## config.mk

```make
export PLATFORM = sky130hd
export DESIGN_NAME = sleep_mode_controller
export DESIGN_NICKNAME = d
export VERILOG_FILES = /design/src/rtl/sleep_ctrl_pkg.sv /design/src/rtl/sleep_mode_controller.sv
export VERILOG_INCLUDE_DIRS = /design/src /design/src/rtl
export SDC_FILE = /design/constraint.sdc
export NUM_CORES = 1
export LEC_CHECK = 0
export BUFFER_PORTS_ARGS = -buffer_cell sky130_fd_sc_hd__buf_2
export CAP_MARGIN = 25
export CORE_MARGIN = 4
export CORE_UTILIZATION = 51
export CTS_BUF_LIST = sky130_fd_sc_hd__clkbuf_4
export DETAILED_ROUTE_END_ITERATION = 7
export GPL_TIMING_DRIVEN = 0
export PLACE_DENSITY_LB_ADDON = 0.1
export SLEW_MARGIN = 0
export SYNTH_ARGS = -nofsm -noshare
export SYNTH_HDL_FRONTEND = slang
export SYNTH_SLANG_ARGS = --single-unit
```

## constraint.sdc

```tcl
create_clock -name i_clk -period 3.5 [get_ports i_clk]
set_clock_uncertainty 0.15 [all_clocks]
set_input_delay 0.7 -clock i_clk [delete_from_list [all_inputs] [get_ports i_clk]]
set_output_delay 0.7 -clock i_clk [all_outputs]
set_load 0.005 [all_outputs]
```

## src/rtl/sleep_ctrl_regs.svh

```systemverilog
// Register offsets, field positions, reset values and timing counts of the sleep controller.
`ifndef SLEEP_CTRL_REGS_SVH
`define SLEEP_CTRL_REGS_SVH
`define SLP_OFF_SLEEP_CONTROL   8'h00
`define SLP_OFF_BROWNOUT_CTRL   8'h04
`define SLP_OFF_GATING          8'h08
`define SLP_OFF_STATUS          8'h0C
`define SLP_OFF_WAKE_CFG        8'h10
`define SLP_BIT_ARM             0
`define SLP_BIT_MODE_LO         1
`define SLP_BIT_MODE_HI         2
`define SLP_BIT_BOD_OFF         6
`define SLP_BIT_BOD_UNLOCK      5
`define SLP_RESET_CONTROL       3'h0
`define SLP_RESET_GATING        8'h00
`define SLP_UNLOCK_WINDOW       3'h4
`define SLP_BOD_ACTIVE_DELAY    3'h3
`define SLP_BOD_ACTIVE_HOLD     3'h3
`define SLP_HALT_EXTRA          4
`define SLP_CLK_MHZ             25
`define SLP_BOD_WAKE_US         60
`define SLP_BOD_WAKE_CYCLES     (`SLP_BOD_WAKE_US * `SLP_CLK_MHZ)
`define SLP_FUSE_TIMEOUT_DFLT   16
`endif

```

## src/rtl/sleep_ctrl_pkg.sv

```systemverilog
// Types shared by the sleep controller.
package sleep_ctrl_pkg;
   typedef enum logic [1:0] {
      MODE_IDLE       = 2'h0,
      MODE_ADC_NR     = 2'h1,
      MODE_POWER_DOWN = 2'h2,
      MODE_POWER_SAVE = 2'h3
   } sleep_mode_t;

   typedef enum logic [3:0] {
      ST_ACTIVE = 4'h1,
      ST_SLEEP  = 4'h2,
      ST_START  = 4'h4,
      ST_HALT   = 4'h8
   } sleep_state_t;

   // Wake events as seen by the controller.
   typedef struct packed {
      logic adc_done;
      logic ext_reset;
      logic wdt_reset;
      logic wdt_irq;
      logic bod_reset;
      logic serial_start;
      logic async_timer_irq;
      logic mem_ready;
      logic ext_irq_a;
      logic ext_irq_b;
      logic pin_change;
      logic timer_ovf;
      logic timer_cmp;
      logic other_io;
   } wake_src_t;

   typedef struct packed {
      logic core;
      logic flash;
      logic io;
      logic adc;
      logic async_timer;
      logic main_osc;
   } clk_en_t;
endpackage : sleep_ctrl_pkg

```

## src/rtl/sleep_mode_controller.sv

```systemverilog
// Sleep mode controller with AXI4-Lite register access.
`include "sleep_ctrl_regs.svh"
`timescale 1ns/1ps
`default_nettype none

// What this block does
// RULE1 - Sleep only when armed and instruction executes
// RULE2 - Mode 00 Idle stops core, flash clocks
// RULE3 - Mode 01 stops io, core, flash clocks
// RULE4 - Noise reduction wakes on listed events only
// RULE5 - Mode 10 power-down stops all generated clocks
// RULE6 - Power-down wakes on listed events only
// RULE7 - Outside Idle, external lines wake level-only
// RULE8 - Mode 11 like power-down, async clock runs
// RULE9 - Power-save timer wake needs mask and global
// RULE10 - Interrupt wake halts four extra cycles
// RULE11 - Memory kept; reset in sleep wakes core
// RULE12 - Idle or noise mode starts enabled conversion
// RULE13 - Brownout off in deep sleep, on at wake
// RULE14 - Brownout-off sleep wakes after about 60us
// RULE15 - Brownout sleep-off bit resets to zero
// RULE16 - Power-down wake delay equals fuse timeout
// RULE17 - External level must stay until wake
// RULE18 - Software picks power-down without async timer
// RULE19 - Gating bit stops clock, blocks register access
// RULE20 - Clearing gating bit restarts clock unchanged
// RULE21 - Gating acts in Active and Idle
// RULE22 - Timed unlock sequence sets sleep-off bit
// RULE23 - Sleep-off active after three, clears after three
// RULE24 - Unarmed sleep instruction is no-operation
// RULE25 - Unlisted wake sources are ignored
module sleep_mode_controller #(
   parameter int unsigned BOD_WAKE_CYCLES = `SLP_BOD_WAKE_CYCLES
) (
   input  wire  logic                     i_clk,
   input  wire  logic                     i_reset,
   input  wire  logic [31:0]              s_axi_awaddr,
   input  wire  logic                     s_axi_awvalid,
   output logic                           s_axi_awready,
   input  wire  logic [31:0]              s_axi_wdata,
   input  wire  logic [3:0]               s_axi_wstrb,
   input  wire  logic                     s_axi_wvalid,
   output logic                           s_axi_wready,
   output logic [1:0]                     s_axi_bresp,
   output logic                           s_axi_bvalid,
   input  wire  logic                     s_axi_bready,
   input  wire  logic [31:0]              s_axi_araddr,
   input  wire  logic                     s_axi_arvalid,
   output logic                           s_axi_arready,
   output logic [31:0]                    s_axi_rdata,
   output logic [1:0]                     s_axi_rresp,
   output logic                           s_axi_rvalid,
   input  wire  logic                     s_axi_rready,
   input  wire  logic                     i_sleep_instr,
   input  wire  sleep_ctrl_pkg::wake_src_t i_wake,
   input  wire  logic                     i_ext_a_level_mode,
   input  wire  logic                     i_ext_b_level_mode,
   input  wire  logic                     i_timer_async_select,
   input  wire  logic [1:0]               i_timer_irq_mask,
   input  wire  logic                     i_global_irq_enable,
   input  wire  logic                     i_adc_enabled,
   input  wire  logic [15:0]              i_clock_source_fuses_timeout,
   output sleep_ctrl_pkg::clk_en_t        o_clk_en,
   output logic [7:0]                     o_periph_clk_en,
   output logic [7:0]                     o_periph_access_en,
   output logic                           o_adc_start,
   output logic                           o_brownout_detector_en,
   output logic                           o_core_halted,
   output logic                           o_irq_wake,
   output logic                           o_reset_wake
);

   ////////////////////////////////////////////////////////////////////////////
   // Register file.
   logic                          sleep_arm_bit;
   sleep_ctrl_pkg::sleep_mode_t   sleep_mode_select;
   logic [7:0]                    peripheral_gating_reg;
   logic                          brownout_sleep_off;
   logic                          brownout_sleep_off_unlock;
   logic [2:0]                    unlock_cnt;
   logic [2:0]                    bod_cnt;
   logic                          bod_active;
   sleep_ctrl_pkg::sleep_state_t  state;
   sleep_ctrl_pkg::sleep_mode_t   cur_mode;
   logic                          bod_was_off;
   logic                          wake_by_reset;
   logic [31:0]                   delay_cnt;
   logic [31:0]                   wake_delay;

   logic        aw_held;
   logic        w_held;
   logic [7:0]  aw_addr;
   logic [31:0] w_data;
   logic [3:0]  w_strb;
   logic        do_write;
   logic [7:0]  ar_addr;

   function automatic logic addr_mapped(input logic [7:0] a);
      addr_mapped = (a == `SLP_OFF_SLEEP_CONTROL) || (a == `SLP_OFF_BROWNOUT_CTRL) ||
                    (a == `SLP_OFF_GATING) || (a == `SLP_OFF_STATUS) || (a == `SLP_OFF_WAKE_CFG);
   endfunction : addr_mapped

   assign s_axi_awready = !aw_held && !s_axi_bvalid;
   assign s_axi_wready  = !w_held && !s_axi_bvalid;
   assign s_axi_arready = !s_axi_rvalid;
   assign do_write      = aw_held && w_held && !s_axi_bvalid;

   always_ff @(posedge i_clk) begin
      if (i_reset) begin
         aw_held <= 1'b0;
         w_held  <= 1'b0;
         aw_addr <= 8'h00;
         w_data  <= 32'h0000_0000;
         w_strb  <= 4'h0;
      end else begin
         if (s_axi_awvalid && s_axi_awready) begin
            aw_held <= 1'b1;
            aw_addr <= s_axi_awaddr[7:0];
         end else if (do_write) begin
            aw_held <= 1'b0;
         end
         if (s_axi_wvalid && s_axi_wready) begin
            w_held <= 1'b1;
            w_data <= s_axi_wdata;
            w_strb <= s_axi_wstrb;
         end else if (do_write) begin
            w_held <= 1'b0;
         end
      end
   end

   always_ff @(posedge i_clk) begin
      if (i_reset) begin
         s_axi_bvalid <= 1'b0;
         s_axi_bresp  <= 2'h0;
      end else if (do_write) begin
         s_axi_bvalid <= 1'b1;
         s_axi_bresp  <= addr_mapped(aw_addr) ? 2'h0 : 2'h2;
      end else if (s_axi_bready) begin
         s_axi_bvalid <= 1'b0;
      end
   end

   assign ar_addr = s_axi_araddr[7:0];

   always_ff @(posedge i_clk) begin
      if (i_reset) begin
         s_axi_rvalid <= 1'b0;
         s_axi_rdata  <= 32'h0000_0000;
         s_axi_rresp  <= 2'h0;
      end else if (s_axi_arvalid && s_axi_arready) begin
         s_axi_rvalid <= 1'b1;
         s_axi_rresp  <= addr_mapped(ar_addr) ? 2'h0 : 2'h2;
         case (ar_addr)
            `SLP_OFF_SLEEP_CONTROL: s_axi_rdata <= {29'h0, sleep_mode_select, sleep_arm_bit};
            `SLP_OFF_BROWNOUT_CTRL: s_axi_rdata <= {25'h0, bod_active, brownout_sleep_off_unlock, 5'h0};
            `SLP_OFF_GATING:        s_axi_rdata <= {24'h0, peripheral_gating_reg};
            `SLP_OFF_STATUS:        s_axi_rdata <= {26'h0, bod_was_off, wake_by_reset, state};
            `SLP_OFF_WAKE_CFG:      s_axi_rdata <= wake_delay;
            default:                s_axi_rdata <= 32'h0000_0000;
         endcase
      end else if (s_axi_rready) begin
         s_axi_rvalid <= 1'b0;
      end
   end

   always_ff @(posedge i_clk) begin
      if (i_reset) begin
         sleep_arm_bit         <= 1'b0;
         sleep_mode_select     <= sleep_ctrl_pkg::MODE_IDLE;
         peripheral_gating_reg <= `SLP_RESET_GATING;
      end else if (do_write && w_strb[0]) begin
         if (aw_addr == `SLP_OFF_SLEEP_CONTROL) begin
            sleep_arm_bit     <= w_data[`SLP_BIT_ARM];
            sleep_mode_select <= sleep_ctrl_pkg::sleep_mode_t'(w_data[`SLP_BIT_MODE_HI:`SLP_BIT_MODE_LO]);
         end
         if (aw_addr == `SLP_OFF_GATING) begin
            peripheral_gating_reg <= w_data[7:0];
         end
      end
   end

   ////////////////////////////////////////////////////////////////////////////
   // Timed brownout sleep-off sequence.
   logic bod_wr;
   assign bod_wr = do_write && w_strb[0] && (aw_addr == `SLP_OFF_BROWNOUT_CTRL);

   always_ff @(posedge i_clk) begin
      if (i_reset) begin
         brownout_sleep_off_unlock <= 1'b0;
         unlock_cnt                <= 3'h0;
      end else if (bod_wr && w_data[`SLP_BIT_BOD_OFF] && w_data[`SLP_BIT_BOD_UNLOCK]) begin
         brownout_sleep_off_unlock <= 1'b1;                       // [RULE22]
         unlock_cnt                <= `SLP_UNLOCK_WINDOW;
      end else if (unlock_cnt != 3'h0) begin
         unlock_cnt <= unlock_cnt - 3'h1;
         if (unlock_cnt == 3'h1 || bod_wr) begin
            brownout_sleep_off_unlock <= 1'b0;
         end
      end
   end

   // The sleep-off bit counts three cycles pending, then three cycles active.
   always_ff @(posedge i_clk) begin
      if (i_reset) begin
         brownout_sleep_off <= 1'b0;                               // [RULE15]
         bod_cnt            <= 3'h0;
         bod_active         <= 1'b0;
      end else if (bod_wr && brownout_sleep_off_unlock && w_data[`SLP_BIT_BOD_OFF]
                   && !w_data[`SLP_BIT_BOD_UNLOCK]) begin
         brownout_sleep_off <= 1'b1;                               // [RULE22]
         bod_cnt            <= `SLP_BOD_ACTIVE_DELAY;
         bod_active         <= 1'b0;
      end else if (bod_cnt != 3'h0) begin
         bod_cnt <= bod_cnt - 3'h1;
         if (bod_cnt == 3'h1) begin
            if (!bod_active) begin
               bod_active <= 1'b1;                                 // [RULE23]
               bod_cnt    <= `SLP_BOD_ACTIVE_HOLD;
            end else begin
               bod_active         <= 1'b0;                         // [RULE23]
               brownout_sleep_off <= 1'b0;
            end
         end
      end
   end

   ////////////////////////////////////////////////////////////////////////////
   // Wake qualification.
   logic ext_a_ok;
   logic ext_b_ok;
   logic any_reset;
   logic wake_ok;
   logic deep_mode;
   logic enter;

   assign ext_a_ok  = i_wake.ext_irq_a && (cur_mode == sleep_ctrl_pkg::MODE_IDLE || i_ext_a_level_mode); // [RULE7]
   assign ext_b_ok  = i_wake.ext_irq_b && (cur_mode == sleep_ctrl_pkg::MODE_IDLE || i_ext_b_level_mode); // [RULE7]
   assign any_reset = i_wake.ext_reset || i_wake.wdt_reset || i_wake.bod_reset;
   assign deep_mode = cur_mode[1];
   assign enter     = (state == sleep_ctrl_pkg::ST_ACTIVE) && i_sleep_instr && sleep_arm_bit; // [RULE1] [RULE24]

   always_comb begin
      wake_ok = 1'b0;
      case (cur_mode)
         sleep_ctrl_pkg::MODE_IDLE:
            wake_ok = (|i_wake) || ext_a_ok;
         sleep_ctrl_pkg::MODE_ADC_NR:
            wake_ok = i_wake.adc_done || i_wake.wdt_irq || i_wake.serial_start || i_wake.async_timer_irq
                      || i_wake.mem_ready || ext_a_ok || ext_b_ok || i_wake.pin_change; // [RULE4] [RULE25]
         sleep_ctrl_pkg::MODE_POWER_DOWN:
            wake_ok = i_wake.wdt_irq || i_wake.serial_start || ext_a_ok || ext_b_ok
                      || i_wake.pin_change;                        // [RULE6] [RULE25]
         sleep_ctrl_pkg::MODE_POWER_SAVE:
            wake_ok = i_wake.wdt_irq || i_wake.serial_start || ext_a_ok || ext_b_ok || i_wake.pin_change
                      || (i_timer_async_select && i_global_irq_enable
                          && ((i_wake.timer_ovf && i_timer_irq_mask[0])
                              || (i_wake.timer_cmp && i_timer_irq_mask[1])));   // [RULE9]
         default:
            wake_ok = 1'b0;
      endcase
   end

   ////////////////////////////////////////////////////////////////////////////
   // Sleep state machine.
   always_ff @(posedge i_clk) begin
      if (i_reset) begin
         state         <= sleep_ctrl_pkg::ST_ACTIVE;
         cur_mode      <= sleep_ctrl_pkg::MODE_IDLE;
         bod_was_off   <= 1'b0;
         wake_by_reset <= 1'b0;
         delay_cnt     <= 32'h0000_0000;
      end else begin
         case (state)
            sleep_ctrl_pkg::ST_ACTIVE: begin
               if (enter) begin
                  state       <= sleep_ctrl_pkg::ST_SLEEP;
                  cur_mode    <= sleep_mode_select;
                  bod_was_off <= bod_active && sleep_mode_select[1]; // [RULE13]
               end
            end
            sleep_ctrl_pkg::ST_SLEEP: begin
               if (any_reset) begin
                  state         <= sleep_ctrl_pkg::ST_START;       // [RULE11]
                  wake_by_reset <= 1'b1;
                  delay_cnt     <= wake_delay;
               end else if (wake_ok) begin
                  state         <= sleep_ctrl_pkg::ST_START;
                  wake_by_reset <= 1'b0;
                  delay_cnt     <= wake_delay;
               end
            end
            sleep_ctrl_pkg::ST_START: begin
               if (delay_cnt > 32'h0000_0001) begin
                  delay_cnt <= delay_cnt - 32'h0000_0001;
               end else begin
                  state       <= sleep_ctrl_pkg::ST_HALT;
                  delay_cnt   <= 32'(`SLP_HALT_EXTRA);             // [RULE10]
                  bod_was_off <= 1'b0;
               end
            end
            sleep_ctrl_pkg::ST_HALT: begin
               if (delay_cnt > 32'h0000_0001) begin
                  delay_cnt <= delay_cnt - 32'h0000_0001;
               end else begin
                  state <= sleep_ctrl_pkg::ST_ACTIVE;
               end
            end
            default: state <= sleep_ctrl_pkg::ST_ACTIVE;
         endcase
      end
   end

   // Deep modes restart the oscillator, so they pay the fuse timeout; a silenced detector raises the delay to at least BOD_WAKE_CYCLES.
   always_comb begin
      wake_delay = 32'h0000_0001;
      if (deep_mode) begin
         wake_delay = {16'h0000, i_clock_source_fuses_timeout};     // [RULE16]
      end
      if (bod_was_off && BOD_WAKE_CYCLES > wake_delay) begin
         wake_delay = BOD_WAKE_CYCLES;                              // [RULE14]
      end
   end

   ////////////////////////////////////////////////////////////////////////////
   // Clock enables and side outputs.
   logic asleep;
   assign asleep = (state == sleep_ctrl_pkg::ST_SLEEP);

   always_ff @(posedge i_clk) begin
      if (i_reset) begin
         o_clk_en <= '1;
      end else begin
         o_clk_en <= '1;                                           // [RULE24]
         if (asleep || enter) begin
            case (enter ? sleep_mode_select : cur_mode)
               sleep_ctrl_pkg::MODE_IDLE:
                  o_clk_en <= 6'b00_1111;                          // [RULE2]
               sleep_ctrl_pkg::MODE_ADC_NR:
                  o_clk_en <= 6'b00_0111;                          // [RULE3]
               sleep_ctrl_pkg::MODE_POWER_DOWN:
                  o_clk_en <= 6'b00_0000;                          // [RULE5]
               sleep_ctrl_pkg::MODE_POWER_SAVE:
                  o_clk_en <= 6'b00_0010;                          // [RULE8]
               default:
                  o_clk_en <= '1;
            endcase
         end
      end
   end

   genvar g;
   generate
      for (g = 0; g < 8; g++) begin : g_gate
         // The clock stops and register access is blocked; peripheral state is untouched, so ungating resumes it as it was.
         assign o_periph_clk_en[g]    = !peripheral_gating_reg[g] && o_clk_en.io;  // [RULE19] [RULE20] [RULE21]
         assign o_periph_access_en[g] = !peripheral_gating_reg[g];                 // [RULE19]
      end
   endgenerate

   always_ff @(posedge i_clk) begin
      if (i_reset) begin
         o_adc_start            <= 1'b0;
         o_brownout_detector_en <= 1'b1;
      end else begin
         o_adc_start            <= enter && i_adc_enabled && !sleep_mode_select[1]; // [RULE12]
         o_brownout_detector_en <= !(asleep && bod_was_off);                       // [RULE13]
      end
   end

   assign o_core_halted = (state != sleep_ctrl_pkg::ST_ACTIVE);
   assign o_irq_wake    = (state == sleep_ctrl_pkg::ST_HALT) && (delay_cnt == 32'h0000_0001) && !wake_by_reset;
   assign o_reset_wake  = (state == sleep_ctrl_pkg::ST_HALT) && (delay_cnt == 32'h0000_0001) && wake_by_reset;

   ////////////////////////////////////////////////////////////////////////////
   // Checks.
   property p_enter;
      @(posedge i_clk) disable iff (i_reset)
      (state == sleep_ctrl_pkg::ST_ACTIVE && i_sleep_instr && sleep_arm_bit) |=> asleep;
   endproperty
   a_enter: assert property (p_enter) else $error("sleep not entered"); // [RULE1]

   property p_noarm;
      @(posedge i_clk) disable iff (i_reset)
      (state == sleep_ctrl_pkg::ST_ACTIVE && !sleep_arm_bit) |=> !asleep;
   endproperty
   a_noarm: assert property (p_noarm) else $error("unarmed sleep entered"); // [RULE24]

   property p_idle_clk;
      @(posedge i_clk) disable iff (i_reset)
      (asleep && cur_mode == sleep_ctrl_pkg::MODE_IDLE) |-> (!o_clk_en.core && o_clk_en.io);
   endproperty
   a_idle_clk: assert property (p_idle_clk) else $error("idle clocks wrong"); // [RULE2]

   property p_pd_clk;
      @(posedge i_clk) disable iff (i_reset)
      (asleep && cur_mode == sleep_ctrl_pkg::MODE_POWER_DOWN) |-> (o_clk_en == 6'b00_0000);
   endproperty
   a_pd_clk: assert property (p_pd_clk) else $error("power-down clocks running"); // [RULE5]

   property p_pd_ignore;
      @(posedge i_clk) disable iff (i_reset)
      (asleep && cur_mode == sleep_ctrl_pkg::MODE_POWER_DOWN && !any_reset && !i_wake.wdt_irq
       && !i_wake.serial_start && !ext_a_ok && !ext_b_ok && !i_wake.pin_change) |=> asleep;
   endproperty
   a_pd_ignore: assert property (p_pd_ignore) else $error("unlisted wake"); // [RULE6]

   property p_halt4;
      @(posedge i_clk) disable iff (i_reset)
      $rose(state == sleep_ctrl_pkg::ST_HALT) |-> o_core_halted [*4] ##1 !o_core_halted;
   endproperty
   a_halt4: assert property (p_halt4) else $error("halt length wrong"); // [RULE10]

   property p_bod_seq;
      @(posedge i_clk) disable iff (i_reset)
      $rose(brownout_sleep_off) |-> !bod_active [*3] ##1 bod_active [*3] ##1 !brownout_sleep_off;
   endproperty
   a_bod_seq: assert property (p_bod_seq) else $error("sleep-off timing wrong"); // [RULE23]

   property p_bod_off;
      @(posedge i_clk) disable iff (i_reset)
      (asleep && bod_was_off) |=> (!o_brownout_detector_en || !asleep);
   endproperty
   a_bod_off: assert property (p_bod_off) else $error("detector not off"); // [RULE13]

   property p_adc;
      @(posedge i_clk) disable iff (i_reset)
      (enter && i_adc_enabled && !sleep_mode_select[1]) |=> o_adc_start;
   endproperty
   a_adc: assert property (p_adc) else $error("no conversion start"); // [RULE12]

   c_idle:  cover property (@(posedge i_clk) enter && sleep_mode_select == sleep_ctrl_pkg::MODE_IDLE);
   c_save:  cover property (@(posedge i_clk) asleep && cur_mode == sleep_ctrl_pkg::MODE_POWER_SAVE && wake_ok);
   c_rst:   cover property (@(posedge i_clk) o_reset_wake);
   c_bodoff: cover property (@(posedge i_clk) asleep && bod_was_off);

endmodule : sleep_mode_controller
`default_nettype wire

```

==> Word-level counts from Yosys, hierarchy flattened <==
Index checks and enable logic that the tools add are counted.
{ "classes": {"add_sub_neg": 3, "n_lt_le_gt_ge": 2, "n_eq_ne": 27, "muxes": 41, "bitwise_logic": 1, "n_reduce_logical": 110} }
{ "op_table": {"columns": ["cell", "n"], "rows": [
  ["$mux W32", 5],
  ["$pmux W32 S5", 1],
  ["$pmux W32 S3", 1],
  ["$logic_and A1 B1 Y1", 38],
  ["$eq A32 B1 Y1 const B", 1],
  ["$eq A8 B4 Y1 const B", 4],
  ["$gt A11 B32 Y1 const A", 1],
  ["$gt A32 B1 Y1 const B", 1],
  ["$sub A32 B1 Y32 const B", 1],
  ["$logic_or A1 B1 Y1", 28],
  ["$pmux W6 S4", 1],
  ["$mux W4", 5],
  ["$reduce_bool A2 Y1", 9],
  ["$eq A8 B3 Y1 const B", 2],
  ["$eq A8 B5 Y1 const B", 2],
  ["$logic_not A1 Y1", 16],
  ["$logic_not A8 Y1", 2],
  ["$mux W16", 1],
  ["$pmux W4 S4", 1],
  ["$mux W1", 15],
  ["$reduce_or A14 Y1", 1],
  ["$mux W3", 4],
  ["$mux W2", 5],
  ["$reduce_and A2 Y1", 5],
  ["19 further kinds", 34]
]} }
{ "totals": {"register_bits": 124, "in_bits": 145, "out_inout_bits": 68, "wordCells": 216} }

==> Depth between registers and ports, before layout <==
Gate-level depths: netlist (run 1).
{ "logic_depth": {"depth_word": 11, "ltp_mapped": 10, "depth_no_buf": 8} }

==> Worst setup path after synthesis (run 1) <==
Ideal clock, no wire load.
{ "synth_timing": {"kind": "register -> register", "start": "reg delay_cnt[4]", "end": "reg delay_cnt[18]", "setup_ns": 0.066, "t_arrival_ns": 2.761, "required_ns": 3.284, "slack_ns": 0.522, "path_stages_with_launch": 11, "path_buffers": 4, "synth_period_minus_slack_ns": 2.978, "path_cell_list": "dfxtp_1 -> or4_1 -> buf_2 -> or4_4 -> buf_6 -> o41ai_4 -> a211o_4 -> buf_12 -> buf_8 -> o31ai_1 -> a21oi_2"} }
{ "synth_via": {"elab_chain_len": 3, "elab_cells_between_ends": 7, "cone_classes": "add/sub (1); order compare (1); eq/ne (1); mux (3); reduce/logical (1)"} }
{ "synth_rtl": {"columns": ["element", "line", "text"], "rows": [
  ["start, declared", "sleep_mode_controller.sv:87", "logic [31:0] delay_cnt;"],
  ["start signal, assigned", "sleep_mode_controller.sv:286", "delay_cnt <= wake_delay;"],
  ["start signal, assigned", "sleep_mode_controller.sv:290", "delay_cnt <= wake_delay;"],
  ["start signal, assigned", "sleep_mode_controller.sv:295", "delay_cnt <= delay_cnt - 32'h0000_0001;"],
  ["$sub A32 B1 Y32 or $gt A32 B1 Y1 (tied branches)", null, null],
  ["$mux W32 (tied with other cells)", "sleep_mode_controller.sv:303", "if (delay_cnt > 32'h0000_0001) begin"],
  ["$pmux W32 S3 or $reduce_and A3 Y1 (tied branches)", null, null]
]} }
Several ways; a longest one is shown, not always the timed one. The select of a mux whose other input is x is not followed.
A chain may end at the register's enable or synchronous reset.

==> Worst setup path after layout (run 1) <==
{ "layout_timing": {"start": "reg delay_cnt[4]", "end": "out o_reset_wake"} }
{ "layout_via": {"elab_chain_len": 3} }
{ "layout_rtl": {"columns": ["element", "line", "text"], "rows": [
  ["$eq A32 B1 Y1", "sleep_mode_controller.sv:373", "assign o_reset_wake = (state == sleep_ctrl_pkg::ST_HALT) && (delay_cnt == 32'h0000_0001) && wake_by_reset;"],
  ["$logic_and A1 B1 Y1 (2 in a row)", "sleep_mode_controller.sv:373", null],
  ["end, declared", "sleep_mode_controller.sv:70", "output logic o_reset_wake"]
]} }
No other way between the ends.

==> run summary, run 1 <==
The number of clock sinks is between 100 and 150. Across the whole layout, storage elements account for about 2100 sq um. The core region is 10500 sq um. At the later pin of the worst-skew pair, clock insertion delay measures around 490 ps. The data arrival time of the critical path is around 2600 ps. The vertical die dimension came out at approximately 110 microns. The total routing resource utilization after global routing is 26.3%.

The initial standard-cell utilization of the core came out at a little over half. The static power due to leakage is about 2.8 nW. The min-delay analysis places its worst path in the category in -> reg. In this run the worst path has a maximum fanout of 7. The total global routing overflow came out at 0. The register clock-pin slew on the reported worst setup and hold paths is 160 ps.

The worst path required time came out at approximately 2700 ps. The global-route wire length before repair came out at around 27000 microns. Using the TritonRoute via totals, the vias-per-cell ratio works out to between 5 and 6. Setup violations remaining at the end of the flow were counted as 0. Once detailed placement completed, the half-perimeter wirelength came to 12800 microns. The internal portion of total power is approximately 0.0016 W. The starting DRC count in detailed routing came out at around 430. STA classifies the critical path startpoint as a flop. Max-cap violations in this run came to 0. The clock power share is between 20% and 30%. The worst-case clock buffer depth is 2.

The number of pins with negative max-slew slack in the final report came to 0. The register bank with the most flops is delay_cnt. Dividing the detail-routed wire length by the instance count gives 17.0 microns. The post-layout net count came out at 993.

The number of search-and-repair iterations in the first detailed-routing pass is 5. The run finished with clean final reports. The share of the clock period used by the worst path is 97.2%. Measured against its own limit, the worst slew margin works out to about 40%. The number of global-route vias before repair was 5450.

The slew at the pin with the worst max-slew slack came out at ~900 ps. The count of distinct cell types in the synthesized netlist is just over 60. The post-place setup slack came out at 101 ps.

The multi-input logic area is 3170 sq um. The worst setup path is captured at a primary output. Counting the fill cells in the layout gives around 980. The number of CTS-inserted buffers came out at 9.

Cells with a size suffix above 1 make up between 20% and 30% of the layout. The routed layout has about 5.7k vias. TritonCTS built the clock tree. The switching part of the total power came out at ~30%.

The type of the worst setup path is reg -> out. The peak ir drop on the vdd network is about 0.00033 V. In this design, the stage delay of the slowest critical-path cell is 600 ps. For this run, the leading register cell type out of synthesis is sky130_fd_sc_hd__dfxtp_1. Per report_power, the sequential group accounts for a little under three fifths of the total. During synthesis, Yosys emitted a total of 0 warnings. The remaining design rule violation count is 0.

between 200 and 250 I/O pins were placed. The synthesized instance count is slightly below 700. The overall routed net length came out at between 15000 and 20000 microns. After layout, the worst setup slack is just under 100 ps.

The number of core rows came out at 37. The largest net degree at the start of global routing came out at 18. Among all stages on the critical path, the largest delay is contributed by sky130_fd_sc_hd__or4_4.

The tree is rooted in a sky130_fd_sc_hd__clkbuf_4. The synthesis-to-finish area growth came out at 18.2%. The mean cell area of the mapped netlist came out at 8.06 sq um. The post-synthesis instance area came out at 5560 sq um.

Counting I/O delays and the setup requirement, the final critical path takes between 3000 and 4000 ps. The overall die width came out at about 110 microns. The die covers between 10000 and 15000 sq um. The register area share after synthesis is between 30% and 40%. The switching power came out at about 0.00067 W. Setup repair after global routing left no endpoint under its margin. The number of H-tree levels is 3. The number of flops mapped to enable cells by yosys is 0. The number of flip-flops in the largest register is 32.

The antenna diode count came out at 0. The final number of hold-violating endpoints is 0. For this run, the top clock speed supported by timing is roughly 290 MHz. The signal on the critical path passes through or4_1, buf_6, or4_4, nor4_4, buf_2.

The weighted congestion reported at the end of routability-driven placement is just under 1. The number of antenna violations at the first check in global routing is 0. The power density over cell area is about 340 nW/um^2. The fraction of the core area covered by cells at the end of the flow came out at between 60% and 70%. The remaining number of nets flagged by the antenna check after routing came out at 0.

The fraction of registers with async set or reset after synthesis is 0%. The total of flip-flops plus latches after synthesis came out at about 100. The share of power burned in combinational logic came out at 17.2%. The total power came out at between 0.002 and 0.0025 W. In the final layout, the registers with the most flip-flops are delay_cnt (32), s_axi_rdata (16).

Port buffering added around 120 buffers.
area by class of cell:
class	count	share of cell area, %
multi-input combinational	523	48.1
sequential	104	31.7
timing repair buffer	122	9.36
buffer	53	4.96
tap	136	2.59
inverter	26	1.48
clock buffer	10	1.14
clock inverter	6	0.647
cells by family after synthesis:
| kind of cell | after synthesis | share of synthesized area (%) |
|---|---|---|
| other cells | 1 | 0.0674 |
| simple gates | 310 | 28.7 |
| mux | 17 | 3.08 |
| xor+xnor | 8 | 1.26 |
| flops | 104 | 37.4 |
| buf+inv | 80 | 7.71 |
| compound gates | 161 | 19.7 |
| fa+ha+maj | 9 | 2.02 |
path summary, 6_finish.rpt:
| path | depth (start not counted) | end | from | slack [ps] |
|---|---|---|---|---|
| max | 5 | o_reset_wake | delay_cnt[4] | 100 |
| min | 2 | s_axi_rvalid | s_axi_rready | 230 |
| max reg2reg | 8 | delay_cnt[26] | delay_cnt[4] | 160 |
| min reg2reg | 2 | w_data[7] | w_data[7] | 310 |
stage by stage:
step / TNS (ps) / hold slack, ps / std cells / instance area [sq um]
global placement: 0 / 290 / 960 / 6380
global route: 0 / 192 / 980 / 6580
CTS: -5.59 / 205 / 978 / 6550
detailed placement: 0 / 296 / 962 / 6400
floorplan: 0 / 264 / 707 / 5630
finish: 0 / 234 / 980 / 6580
cell usage in the layout (no fill, tap or decap), drive strengths merged, types with 3 or more instances in the layout:
master	instances
nor2	65
nor3	24
a22oi	6
conb	18
nand4	7
mux2i	16
nand4b	4
a211oi	16
nand2	88
buf	149
a32oi	4
o31ai	7
or4	18
or3	6
o41ai	4
a21oi	67
o21ai	18
clkbuf	36
nor2b	17
xnor2	7
nand3	18
clkinv	3
dfxtp	104
nand3b	6
o32ai	12
nor4	12
a221oi	5
or2	4
nand2b	20
inv	28
and2	8
a22o	9
ha	9
nor4b	8
what timing repair did:
action,4_1_cts,5_1_grt
pin swaps,0,2
resized for setup,8,3
hold buffers,0,0
endpoints found under the setup margin,2,11
buffers inserted,0,1
Yosys cell counts (all sizes together) (12+ instances only):
| cell type | number | share of area [%] |
|---|---|---|
| dfxtp | 104 | 37 |
| nand2 | 88 | 5.9 |
| a21oi | 67 | 6.3 |
| nor2 | 65 | 4.4 |
| buf | 29 | 4.3 |
| inv | 26 | 1.8 |
| clkbuf | 25 | 1.7 |
| nor3 | 24 | 2.2 |
| nand2b | 20 | 2.2 |
| nand3 | 18 | 1.6 |
| o21ai | 18 | 1.7 |
| or4 | 18 | 2.5 |
| nor2b | 17 | 1.9 |
| a211oi | 16 | 2.2 |
| mux2i | 16 | 2.9 |
| nor4 | 12 | 1.3 |
| o32ai | 12 | 1.9 |
power by group through the flow:
| stage | combinational [W] | clock [W] | sequential (W) |
|---|---|---|---|
| 2_1_floorplan | 0.000263 | 0 | 0.00130 |
| 3_3_place_gp | 0.000362 | 0 | 0.00130 |
| 3_5_place_dp | 0.000384 | 0 | 0.00131 |
| 4_1_cts | 0.000385 | 0.000597 | 0.00128 |
| 5_1_grt | 0.000440 | 0.000643 | 0.00129 |
| 6_report | 0.000386 | 0.000579 | 0.00128 |
metal layers:
| layer | routed length [microns] | GRT usage, % | up-vias |
|---|---|---|---|
| li1 | - | - | 2748 |
| met1 | 6920 | 32.2 | 2718 |
| met2 | 8420 | 46.0 | 186 |
| met3 | 969 | 4.85 | 37 |
| met4 | 395 | 9.94 | 0 |
| met5 | 0 | 0 | - |
critical path: cells and delay by family (launching register included):
family | cells | cell delay, ps
flip-flops | 1 | 390
AND/OR/NAND/NOR | 3 | 1360
buffers and inverters | 2 | 310
(Power assumes the default switching activity.)
==> run 2: changes to the inputs <==
--- a/config.mk
+++ b/config.mk
@@ -14,6 +14,7 @@
 export DETAILED_ROUTE_END_ITERATION = 7
 export GPL_TIMING_DRIVEN = 0
 export PLACE_DENSITY_LB_ADDON = 0.1
+export REMOVE_ABC_BUFFERS = 1
 export SLEW_MARGIN = 0
 export SYNTH_ARGS = -nofsm -noshare
 export SYNTH_HDL_FRONTEND = slang
==> run 2 against run 1 <==
Total power up 2.9%. Die area unchanged. Combinational power down 5.7%. Cell area down 4.5%. Clock-buffer cell count down 1. Sequential power about the same. Non-clock buffer count down 49. Setup slack better by 43 ps. Critical path type unchanged. Largest power group unchanged.
==> run summary, run 2 (same netlist as run 1, synthesis figures left out) <==
The run finished with clean final reports. The global-route wire length before repair came to 23900 microns (-12%). The weighted congestion reported at the end of routability-driven placement came out at 0.875 (-9.5%). The post-route setup TNS came to 0 ps (unchanged). The number of core rows came to 37 (unchanged). The fraction of the core area covered by cells at the end of the flow is 60.1% (-2.8 points). The remaining number of nets flagged by the antenna check after routing is 0 (unchanged). The initial standard-cell utilization of the core is 53.2% (unchanged).

The length of routed met2 wiring came out at 6950 microns (-17%). The number of primary I/O pins came out at 213 (unchanged). The buffer count from post-CTS setup fixing is 0 (unchanged). The register clock-pin slew on the reported worst setup and hold paths is 160 ps (about the same). The number of global-route vias before repair was 4950 (-9.2%). The static power due to leakage came out at 2.60 nW (-5.7%).

The detailed-routed wire length on met3 came out at 829 microns (-14%). The total global routing overflow is 0 (unchanged). More flip-flops sit in one register than any other, and that register is delay_cnt. The number of search-and-repair iterations in the first detailed-routing pass came out at 5 (unchanged). The tightest slew margin relative to the limit came out at 31.7% (-8.1 points).

Among the stages of the critical path, the cell type that occurs most often is sky130_fd_sc_hd__or4_4. The vertical die dimension is 112 microns (unchanged). The core outline area came to 10500 sq um (unchanged). The power density over cell area is 368 nW/um^2 (+7.7%). The antenna diode count was 0 (unchanged).

TritonCTS built the clock tree. Leaving out fill and tap cells, the most frequent cells in the layout are 121 x sky130_fd_sc_hd__buf_2, 104 x sky130_fd_sc_hd__dfxtp_1, 88 x sky130_fd_sc_hd__nand2_1, 65 x sky130_fd_sc_hd__nor2_1, 63 x sky130_fd_sc_hd__a21oi_1. Leaving out fill and tap cells, the most frequent cell in the layout is sky130_fd_sc_hd__buf_2. The count of input and output buffers was 119 (+1.7%).

The slew at the pin with the worst max-slew slack is 1020 ps (+118 ps). The area after detailed placement came out at 6110 sq um (-4.4%). The starting DRC count in detailed routing came out at 436 (+2.3%).

The number of pins with negative max-slew slack in the final report is 0 (unchanged). The area enclosed by the die boundary is 12600 sq um (unchanged). The total power is 0.00231 W (+2.9%). The number of antenna violations at the first check in global routing is 0 (unchanged). The worst setup path is captured at a primary output.

The post-route cell area came out at 6290 sq um (-4.5%). The number of flip-flops in the largest register came out at 32 (unchanged). Setup repair after global routing left no endpoint under its margin. The shortest clock period the worst path allows after layout is 3360 ps (-42.5 ps).

The via density per instance came out at 5.68 (-2.2%). The routed length per instance is 15.6 microns (-8.8%). The root buffer cell chosen for the clock tree is sky130_fd_sc_hd__clkbuf_4. The final setup violation count came out at 0 (unchanged). The maximum frequency from static timing analysis came out at 298 MHz (+1.3%).

The type of the worst setup path is reg -> out. The final number of hold-violating endpoints is 0 (unchanged). The sum of buffers and inverters on the critical path is 1 (-1). The share of final-layout standard cells stronger than drive strength 1 is 20.3% (-1.7 points).

The remaining design rule violation count came to 0 (unchanged). The number of clock sinks is 104 (unchanged). The number of CTS-inserted buffers came to 9 (unchanged). The vias after detailed routing was 5288 (-7.0%). The critical path goes through or4_4, or4_4, nor4_2, buf_2.

The met1 wire length came out at 6410 microns (-7.3%). The synthesis-to-finish area growth came out at 13.0%. The max capacitance violation total is 0 (unchanged). The largest net degree at the start of global routing came out at 97 (+79). The critical path's largest stage delay was 610 ps (about the same). For this design, the slowest cell found on the critical path is sky130_fd_sc_hd__or4_4. The share of the clock period used by the worst path is 96.0% (-1.2 points). The highest metal layer carrying signal wires in the routed design is met4. The worst hold slack across all endpoints came to 242 ps (+8.79 ps). The number of H-tree levels is 3 (unchanged). The total routing resource utilization after global routing is 22.5% (-3.9 points). The maximum fanout along the worst path came out at 7 (unchanged).

The clock latency on the worst-skew pair is 470 ps (-20 ps). The detailed placer's ending HPWL came out at 10700 microns (-16%). The classification of the worst-slack hold path is in -> reg.

In the final layout, the registers with the most flip-flops are delay_cnt (32), s_axi_rdata (16). The data arrival time of the critical path is 2510 ps (-40 ps). On the critical path the largest part of the delay comes from simple AND/OR/NAND/NOR gates. The post-layout net count is 944 (-4.9%). The overall routed net length came out at 14500 microns (-13%).

The kind of launch point of the worst setup path is a flop. The worst-case clock buffer depth is 2 (unchanged). The peak ir drop on the vdd network is 0.000300 V (-10%). The overall die width came out at 112 microns (unchanged). The worst path required time is 2650 ps (about the same).
-- run 2: area by class of cell --
cell class              instances  area [sq um]
multi-input cells             523          3140
clock inverters                 7          82.6
well taps                     136           170
inverters                      26          97.6
clock buffers                   9          67.6
fillers                      1001          4180
repair buffers                126           647
flip-flops and latches        104          2080
-- run 2: power breakdown --
part	internal (W)	leakage (nW)	switching, W
registers	0.00124	0.844	0.0000410
logic	0.000164	1.69	0.000200
clock network	0.000230	0.0755	0.000437
total	0.00163	2.60	0.000678
-- run 2: worst paths after layout --
check | start | end | slack (ps) | cells past startpoint
worst max-delay path | delay_cnt[4] | o_irq_wake | 140 | 4
worst min-delay path | s_axi_rready | s_axi_rvalid | 240 | 2
worst max register to register | delay_cnt[4] | delay_cnt[0] | 220 | 6
worst min register to register | s_axi_rdata[10] | s_axi_rdata[10] | 310 | 2
-- run 2: per-layer routing --
metal	vias to the layer above	GRT usage, %
met5	-	0
met4	0	5.93
met3	21	5.18
met2	179	38.1
met1	2438	28.8
li1	2650	-
-- run 2: metrics by stage --
stage	setup slack, ps	instances
6_report	142	931
5_1_grt	7.91	931
4_1_cts	12.6	930
3_5_place_dp	141	914
3_3_place_gp	-288	908
2_1_floorplan	363	653
-- run 2: worst reg2reg max path, cell delays in order (launching register included) --
cell,delay [ps]
sky130_fd_sc_hd__dfxtp_1,400
sky130_fd_sc_hd__or4_4,600
sky130_fd_sc_hd__or4_4,610
sky130_fd_sc_hd__o41ai_4,590
sky130_fd_sc_hd__a211o_4,520
sky130_fd_sc_hd__a221oi_1,110
sky130_fd_sc_hd__a211oi_1,240
-- run 2: timing repair --
item	in CTS	in global routing
resized for setup	2	1
gates cloned	0	0
hold buffers	0	0
endpoints found under the setup margin	2	18
pin swaps	0	1
